==> src/design/uef_pkg.sv <==
// Behaviour
// - Stuffing violation sets bit 7, packet rejected
// - Bad table or buffer address sets bit 6
// - Late grant or truncation sets bit 5
// - Over sixteen idle bit times sets bit 4
// - Partial-byte data field sets bit 3
// - Data CRC16 failure sets bit 2, rejected
// - Bit 1: host end-of-frame, device CRC5
// - Flags sticky, writing one clears them
// - Upper bits read zero, flags reset zero
// - Start-of-frame loads upper frame bits
package uef_pkg;

  // Avalon byte address width and register offsets
  localparam int UEF_AW = 4;
  localparam logic [UEF_AW-1:0] UEF_OFS_FLAGS = 4'h0;
  localparam logic [UEF_AW-1:0] UEF_OFS_MASK = 4'h4;
  localparam logic [UEF_AW-1:0] UEF_OFS_FRAME_NUMBER_UPPER_BITS = 4'h8;

  // Flag positions inside usb_error_flags
  localparam int UEF_B_STUFF = 7;
  localparam int UEF_B_BMX = 6;
  localparam int UEF_B_DMA = 5;
  localparam int UEF_B_BTO = 4;
  localparam int UEF_B_DFS = 3;
  localparam int UEF_B_CRC16 = 2;
  localparam int UEF_B_EOF = 1;
  localparam int UEF_B_PID = 0;

  // Reset values
  localparam logic [7:0] UEF_FLAGS_RST = 8'h00;
  localparam logic [7:0] UEF_MASK_RST = 8'h00;
  localparam logic [2:0] UEF_FRAME_NUMBER_UPPER_BITS_RST = 3'h0;

  // Turnaround limit, in bit times after end-of-packet
  localparam logic [4:0] UEF_TURN_BITS = 5'h10;

  // Fault and packet-end indications from the link engine
  typedef struct packed {
    logic stuff_err;
    logic bdt_base_bad;
    logic buf_addr_bad;
    logic grant_late;
    logic buf_trunc;
    logic rx_end;
    logic rx_data_pkt;
    logic crc16_bad;
    logic crc5_bad;
    logic [2:0] bit_resid;
    logic sof_zero;
    logic link_busy;
  } uef_evt_t;

  // State of the register and flag logic
  typedef struct packed {
    logic [7:0] flags;
    logic [7:0] mask;
    logic [2:0] frame_number_upper_bits;
    logic ack;
    logic [31:0] rdata;
    logic reject;
  } uef_top_st_t;

  // State of the turnaround timer
  typedef struct packed {
    logic armed;
    logic [4:0] cnt;
    logic timeout;
  } uef_tmr_st_t;

endpackage : uef_pkg

==> src/design/uef_turn_timer.sv <==
module uef_turn_timer import uef_pkg::*; #(
  parameter logic [4:0] TURN_BITS = UEF_TURN_BITS
) (
  // Clock and reset
  input wire logic clk,
  input wire logic rst_n,
  // Link timing
  input wire logic bit_tick,
  input wire logic eop_done,
  input wire logic rx_start,
  // Result
  output logic timeout
);

  uef_tmr_st_t st_r;
  uef_tmr_st_t st_nxt;

  // Count idle bit times; a response start cancels the wait
  always_comb begin
    st_nxt = st_r;
    st_nxt.timeout = 1'b0;
    if (eop_done) begin
      st_nxt.armed = 1'b1;
      st_nxt.cnt = 5'h00;
    end else if (rx_start) begin
      st_nxt.armed = 1'b0;
    end else if (st_r.armed && bit_tick) begin
      if (st_r.cnt == TURN_BITS) begin
        st_nxt.timeout = 1'b1;
        st_nxt.armed = 1'b0;
      end else begin
        st_nxt.cnt = st_r.cnt + 5'h01;
      end
    end
  end

  // Single register stage for the whole timer
  always_ff @(posedge clk) begin
    if (!rst_n) begin
      st_r <= '0;
    end else begin
      st_r <= st_nxt;
    end
  end

  assign timeout = st_r.timeout;
endmodule : uef_turn_timer

==> src/design/uef_pid_check.sv <==
module uef_pid_check import uef_pkg::*; (
  // Clock and reset
  input wire logic clk,
  input wire logic rst_n,
  // Received identifier
  input wire logic pid_valid,
  input wire logic [7:0] pid_byte,
  // Result
  output logic pid_err
);

  logic pid_err_r;
  logic pid_err_nxt;

  // Check nibble must be the complement of the type nibble
  always_comb begin
    pid_err_nxt = pid_valid && (pid_byte[7:4] != ~pid_byte[3:0]);
  end

  // Registered one-cycle fault pulse
  always_ff @(posedge clk) begin
    if (!rst_n) begin
      pid_err_r <= 1'b0;
    end else begin
      pid_err_r <= pid_err_nxt;
    end
  end

  assign pid_err = pid_err_r;
endmodule : uef_pid_check

==> src/design/uef_top.sv <==
module uef_top import uef_pkg::*; #(
  parameter logic [4:0] TURN_BITS = UEF_TURN_BITS
) (
  // Clock and reset
  input wire logic clk,
  input wire logic rst_n,
  // Avalon-MM register slave
  input wire logic [UEF_AW-1:0] avs_address,
  input wire logic avs_read,
  input wire logic avs_write,
  input wire logic [31:0] avs_writedata,
  output logic [31:0] avs_readdata,
  output logic avs_waitrequest,
  // Link engine indications
  input wire uef_evt_t evt,
  input wire logic host_mode,
  input wire logic bit_tick,
  input wire logic eop_done,
  input wire logic rx_start,
  // Received identifier
  input wire logic pid_valid,
  input wire logic [7:0] pid_byte,
  // Start-of-frame token
  input wire logic sof_valid,
  input wire logic [10:0] sof_frame,
  // Results
  output logic pkt_reject,
  output logic irq
);

  uef_top_st_t st_r;
  uef_top_st_t st_nxt;

  logic bto_pulse;
  logic pid_pulse;
  logic req;
  logic wr_take;
  logic rd_prep;
  logic [7:0] set_vec;
  logic [7:0] clr_vec;
  logic [7:0] wr_low;
  logic [2:0] sof_hi;
  logic data_end;
  logic crc16_fail;

  // Idle time after our end-of-packet
  uef_turn_timer #(
    .TURN_BITS(TURN_BITS)
  ) u_turn (
    .clk(clk),
    .rst_n(rst_n),
    .bit_tick(bit_tick),
    .eop_done(eop_done),
    .rx_start(rx_start),
    .timeout(bto_pulse)
  );

  // Identifier integrity
  uef_pid_check u_pid (
    .clk(clk),
    .rst_n(rst_n),
    .pid_valid(pid_valid),
    .pid_byte(pid_byte),
    .pid_err(pid_pulse)
  );

  // Bus handshake: every access waits exactly one cycle
  assign req = avs_read || avs_write;
  assign avs_waitrequest = req && !st_r.ack;
  assign wr_take = avs_write && st_r.ack;
  assign rd_prep = avs_read && !st_r.ack;
  assign wr_low = avs_writedata[7:0];
  assign sof_hi = sof_frame[10:8];

  // Packet-end qualifiers shared by several flags
  assign data_end = evt.rx_end && evt.rx_data_pkt;
  assign crc16_fail = data_end && evt.crc16_bad;

  // Hardware set terms, one per flag
  always_comb begin
    set_vec = 8'h00;
    set_vec[UEF_B_STUFF] = evt.stuff_err;
    set_vec[UEF_B_BMX] = evt.bdt_base_bad || evt.buf_addr_bad;
    set_vec[UEF_B_DMA] = evt.grant_late || evt.buf_trunc;
    set_vec[UEF_B_BTO] = bto_pulse;
    set_vec[UEF_B_DFS] = data_end && (evt.bit_resid != 3'h0);
    set_vec[UEF_B_CRC16] = crc16_fail;
    if (host_mode) begin
      // Frame overrun only matters while the link is moving data
      set_vec[UEF_B_EOF] = evt.sof_zero && evt.link_busy;
    end else begin
      set_vec[UEF_B_EOF] = evt.rx_end && evt.crc5_bad;
    end
    set_vec[UEF_B_PID] = pid_pulse;
  end

  // Write-one-to-clear mask, only on the accepted write beat
  always_comb begin
    clr_vec = 8'h00;
    if (wr_take && avs_address == UEF_OFS_FLAGS) begin
      clr_vec = wr_low;
    end
  end

  // Next-state logic for flags, mask, frame bits and bus
  always_comb begin
    st_nxt = st_r;
    // Set wins over clear so an event in the clear cycle survives
    st_nxt.flags = (st_r.flags & ~clr_vec) | set_vec;
    st_nxt.ack = req && !st_r.ack;
    st_nxt.reject = evt.stuff_err || crc16_fail;
    if (sof_valid) begin
      st_nxt.frame_number_upper_bits = sof_hi;
    end
    if (wr_take && avs_address == UEF_OFS_MASK) begin
      st_nxt.mask = wr_low;
    end
    // Read data is sampled one cycle early and held for the beat
    if (rd_prep) begin
      if (avs_address == UEF_OFS_FLAGS) begin
        st_nxt.rdata = {24'h000000, st_r.flags};
      end else if (avs_address == UEF_OFS_MASK) begin
        st_nxt.rdata = {24'h000000, st_r.mask};
      end else if (avs_address == UEF_OFS_FRAME_NUMBER_UPPER_BITS) begin
        st_nxt.rdata = {29'h0, st_r.frame_number_upper_bits};
      end else begin
        st_nxt.rdata = 32'h00000000;
      end
    end
  end

  // Single register stage for the whole block
  always_ff @(posedge clk) begin
    if (!rst_n) begin
      st_r.flags <= UEF_FLAGS_RST;
      st_r.mask <= UEF_MASK_RST;
      st_r.frame_number_upper_bits <= UEF_FRAME_NUMBER_UPPER_BITS_RST;
      st_r.ack <= 1'b0;
      st_r.rdata <= 32'h00000000;
      st_r.reject <= 1'b0;
    end else begin
      st_r <= st_nxt;
    end
  end

  // Outputs; the interrupt is a level from registered state
  assign avs_readdata = st_r.rdata;
  assign pkt_reject = st_r.reject;
  assign irq = |(st_r.flags & st_r.mask);
endmodule : uef_top

==> config.mk <==
export PLATFORM = sky130hd
export DESIGN_NAME = uef_top
export DESIGN_NICKNAME = d
export VERILOG_FILES = /design/src/design/uef_pkg.sv /design/src/design/uef_turn_timer.sv /design/src/design/uef_pid_check.sv /design/src/design/uef_top.sv
export SDC_FILE = /design/constraint.sdc
export NUM_CORES = 1
export LEC_CHECK = 0
export BUFFER_PORTS_ARGS = -buffer_cell sky130_fd_sc_hd__buf_2
export CAP_MARGIN = 25
export CORE_MARGIN = 4
export CORE_UTILIZATION = 44
export DETAILED_ROUTE_END_ITERATION = 16
export PLACE_DENSITY = 0.8
export SYNTH_ARGS = -nofsm -noshare
export SYNTH_HDL_FRONTEND = slang
export SYNTH_SLANG_ARGS = --single-unit
export TNS_END_PERCENT = 30
==> constraint.sdc <==
create_clock -name clk -period 1.5 [get_ports clk]
set_input_delay 0 -clock clk [delete_from_list [all_inputs] [get_ports clk]]
set_output_delay 0 -clock clk [all_outputs]
set_load 0.01 [all_outputs]
* Word level (Yosys, flattened, before mapping) *
Cells that the tools add are included.

word-level totals
  bits in latches = 0
  input port bits = 79
  register bits = 61
  output and inout bits = 35
  bits in writable memories = 0
  bits in read-only memories = 0
  memories kept = 0
  word-level logic and storage cells = 62

operators by class
  multipliers = 0
  bitwise logic cells = 9
  shift operators = 0
  div/mod/pow operators = 0
  add/subtract/negate cells = 1
  magnitude comparators = 0
  muxes and demuxes = 12
  reductions and logical operators = 26
  equal/unequal tests = 4

operators with widths
  kind                   number
  $mux W8                3
  $and A8 B8 Y8          2
  $logic_and A1 B1 Y1    12
  $mux W6                2
  $reduce_bool A3 Y1     3
  $not A8 Y8             1
  $or A8 B8 Y8           1
  $reduce_or A8 Y1       1
  $mux W7                1
  $add A5 B1 Y5 const B  1
  $eq A5 B5 Y1 const B   1
  $mux W5                1
  $eq A4 B3 Y1 const B   1
  $eq A4 B4 Y1 const B   1
  $logic_not A4 Y1       1
  $logic_or A1 B1 Y1     4
  $mux W1                4
  $ne A4 B4 Y1           1
  $not A1 Y1             4
  $not A4 Y4             1
  $reduce_or A4 Y1       1
  $mux W3                1
  $reduce_and A3 Y1      1
  $reduce_and A2 Y1      1
  other kinds (2)        2

* Logic depth before layout (Yosys ltp) *
  depth after elaboration = 6
  mapped depth = 5
  gate-level depth less buffers = 5

* Cells and area by module *
Synthesis repeated with hierarchy kept, for this count alone.

unflattened totals
  cells, all modules = 221
  area, all modules = 1964.4 um^2

modules (own cells, without submodules)
  module          area each (um^2)  seq. area each (um^2)  cells an instance  instances
  uef_top         1552.7            580.6                  176                1
  uef_turn_timer  344.1             140.1                  38                 1
  uef_pid_check   67.6              20.0                   7                  1

* Worst setup path after synthesis *
Ideal clock, no wire load.

  kind = register -> register
  start = reg u_turn.st_r[1] in the netlist's numbering
  end = reg u_turn.st_r[3] in the netlist's numbering
  data arrival time = 1.281 ns
  stages on the path, launching flop included = 6
  required time = 1.430 ns
  path slack = 0.149 ns
  setup time = 0.070 ns
  path buffers = 0
  period minus slack after synthesis = 1.351 ns
  cell sequence = dfxtp_1 -> inv_1 -> ha_1 -> and4bb_2 -> or3_1 -> a21oi_1

on the way
  word-level cells in the longest chain between the ends = 3
  elaborated cells between the ends (all ways) = 4
  those cells by class = add/sub (1); eq/ne (1); bitwise (1); reduce/logical (1)

ends and longest elaborated chain
  what                                                                   line                  text
  start: declaration                                                     uef_turn_timer.sv:15  uef_tmr_st_t st_r;
  start signal: assignment                                               uef_turn_timer.sv:42  st_r <= st_nxt;
  parallel branches: the longest is 3 deep, another holds $add A5 B1 Y5  n/a

Parallel ways; which one is timed is not known.
A chain may end at the register's enable or synchronous reset.

* Final worst setup path *
Ends and elaborated chain as after synthesis.

==> flow_metrics.py <==
metrics = {
    "status": {
        "status": "finished clean",
    },
    "place": {
        "io_buffers": 57,
        "place_congestion": 0.872,
        "dp_hpwl_um": 3460,
    },
    "yosys": {
        "synth_cell_types": 43,
        "synth_edf_count": 0,
        "syn_area_um2": 1990,
        "yosysMostFrequentCell": "dfxtp_1",
        "synth_warnings": 0,
        "synth_flop_cell": "dfxtp_1",
        "syn_avg_cell_area_um2": 8.87,
        "synth_top_area_share_pct": 37.3,
        "synth_seq_cells": 37,
        "synth_common_cells": "37 x dfxtp_1, 32 x buf_4, 22 x o21ai_0",
        "seq_area_frac_synth_pct": 37.3,
        "ys_top_cells_by_area": "dfxtp_1 37%, buf_4 12%, o21ai_0 5.5%, a21boi_0 3.4%, nand3_1 3.3%",
        "yosys.area.top_type": "dfxtp_1",
        "synth-async-reset-ratio_pct": 0,
        "netlist_instances": 224,
    },
    "critical_path": {
        "worstSetupPathType": "register to register",
        "worstPathArrival_ns": 1.66,
        "cp_slowest_cell": "dfxtp_2",
        "cp-start-kind": "register",
        "cp_max_fo": 4,
        "crit_required_ns": 1.72,
        "crit_chain": "inv_1 > ha_1 > and4bb_2 > or3_1 > a21oi_1",
        "critPathCaptureType": "register",
        "slowest_delay_ns": 0.36,
    },
    "min_path": {
        "hold_class": "input pin to register",
    },
    "global_routing": {
        "grt_max_degree": 17,
        "grt_use_total_pct": 16.8,
        "grt_pass1_vias": 1585,
        "overflow": 0,
        "antenna_found_initial": 0,
        "grt_pass1_wl_um": 7250,
    },
    "cells_and_area": {
        "fin_util_pct": 56.7,
        "antenna_cells": 0,
        "layout-drive-gt1-share_pct": 28.0,
        "area_delta_synth_final_pct": 24.3,
        "nFillCells": 401,
        "final_nets": 376,
    },
    "clocking": {
        "cts_tree": "yes",
        "clkTransAtPathRegs_ns": 0.07,
        "numClockSinks": 37,
        "cts_inserted_buffers": 5,
        "clk_latency_ns": 0.29,
        "cts-root-buf": "clkbuf_8",
        "h-tree-depth": 2,
        "cts.path.max_buffers": 2,
    },
    "routing": {
        "drc": 0,
        "routed_wirelength_um": 4830,
        "met1_length_um": 1990,
        "viasPerCell": 5.28,
        "drt_iter0_drc": 145,
        "antenna_left": 0,
        "top_layer": "met4",
        "route.met3.wl_um": 432,
        "firstDrtPassIters": 5,
        "num_vias": 1836,
        "wl_met2_um": 2370,
        "wire_per_inst_um": 13.9,
    },
    "power": {
        "peakVddDrop_mv": 0.479,
        "power_mw": 2.25,
        "powerDensity_nw_per_um2": 910,
        "leakagePower_nw": 1.05,
    },
    "sta": {
        "layout_min_cycle_time_ns": 1.43,
        "hold_viol": 0,
        "fin_setup_tns_ns": 0,
        "setup_viol": 0,
        "final.setup_skew_ns": 0.00363,
        "whs_ns": 0.0118,
        "max_freq_ghz": 0.697,
        "finalCritPeriodShare_pct": 95.6,
        "slew_violations": 0,
    },
    "floorplan": {
        "rows": 24,
        "die_w_um": 75.2,
        "fp.dieArea_um2": 5660,
        "io_pins": 114,
        "initial_core_util_pct": 45.6,
        "die_h_um": 75.2,
        "coreArea_um2": 4350,
    },
    "flow_run": {
        "maxCapViolations": 0,
    },
}
## area by class of cell
type                            instances  area (µm²)  area share (%)
Inverter                               11        41.3            1.67
Tap cell                               52        65.1            2.63
Clock buffer                            7        86.3            3.50
Multi-Input combinational cell        158         998            40.4
Clock inverter                          1        30.0            1.22
Timing Repair Buffer                   82         505            20.5
Sequential cell                        37         743            30.1
## logic make-up after synthesis
| kind of cell | Yosys count | share of synthesized area [%] |
|---|---|---|
| DFF | 37 | 37.3 |
| muxes | 3 | 1.51 |
| xor gates and xnor gates | 4 | 1.76 |
| and+or+nand+nor | 58 | 18.6 |
| other | 1 | 0.189 |
| AOI/OAI and AO/OA | 67 | 22.6 |
| adders and majority gates | 2 | 1.26 |
| buffers and inverters | 52 | 16.8 |
## worst max-delay path, delay by kind of cell (launching register included)
kind | cells | cell delay (ns)
AND/OR/NAND/NOR | 2 | 0.61
flip-flops | 1 | 0.36
adder cells (fa/ha/maj) | 1 | 0.21
buffers and inverters | 1 | 0.07
AO/OA/AOI/OAI | 1 | 0.12
## cell usage in the layout (no fill, tap or decap), types with 3 or more instances in the layout
cell type	Yosys	final
mux2i_1	3	3
clkbuf_8	0	6
nand2b_1	7	7
a22oi_1	4	4
dlygate4sd3_1	0	13
a21boi_0	9	9
buf_2	3	57
nand3_1	13	13
nor2_1	10	10
nor2b_1	5	5
xor2_1	4	4
a21oi_1	7	7
or3_1	3	3
inv_1	11	11
dfxtp_1	37	35
conb_1	1	24
a222oi_1	3	3
a32o_1	3	3
buf_4	32	12
a31oi_1	7	7
nand2_1	4	4
a221oi_1	5	5
o21ai_0	22	22
## sequential cells by signal (all words and copies together) (netlist names)
register	cells
avs_readdata	8
pkt_reject	1
st_r	20
u_pid.pid_err	1
u_turn.st_r	6
u_turn.timeout	1
## worst paths after layout
check                               startpoint  depth (start not counted)  slack, ns              to
worst max-delay path            u_turn.st_r[1]                          5       0.07  u_turn.st_r[3]
worst min-delay path                    evt[9]                          3       0.01        st_r[50]
worst min register to register   u_pid.pid_err                          2       0.46        st_r[45]
worst max register to register  u_turn.st_r[1]                          5       0.07  u_turn.st_r[3]
## power breakdown
part / internal [mW] / total (mW) / switching, mW
sequential: 1.02 / 1.04 / 0.0251
combinational: 0.145 / 0.309 / 0.164
clock: 0.542 / 0.895 / 0.353
total: 1.71 / 2.25 / 0.542
## layer usage
layer  vias up  GRT usage (%)
met5         -              0
met4         0           4.08
met3         4           4.27
met2        90           27.9
met1       843           22.1
li1        899              -
## what timing repair did
item,4_1_cts,5_1_grt
setup endpoints to repair,0,1
endpoints found under the hold margin,20,0
buffers inserted,0,2
hold buffers,13,0
resized for setup,0,2
## per-stage QoR
| stage | instances | setup WS [ns] | cell area (µm²) |
|---|---|---|---|
| 2_1_floorplan | 247 | 0.149 | 2070 |
| 3_3_place_gp | 325 | 0.0937 | 2210 |
| 3_5_place_dp | 325 | 0.0537 | 2210 |
| 4_1_cts | 346 | 0.0272 | 2450 |
| 5_1_grt | 348 | -0.00906 | 2470 |
| 6_report | 348 | 0.0655 | 2470 |
(Power assumes the default switching activity.)
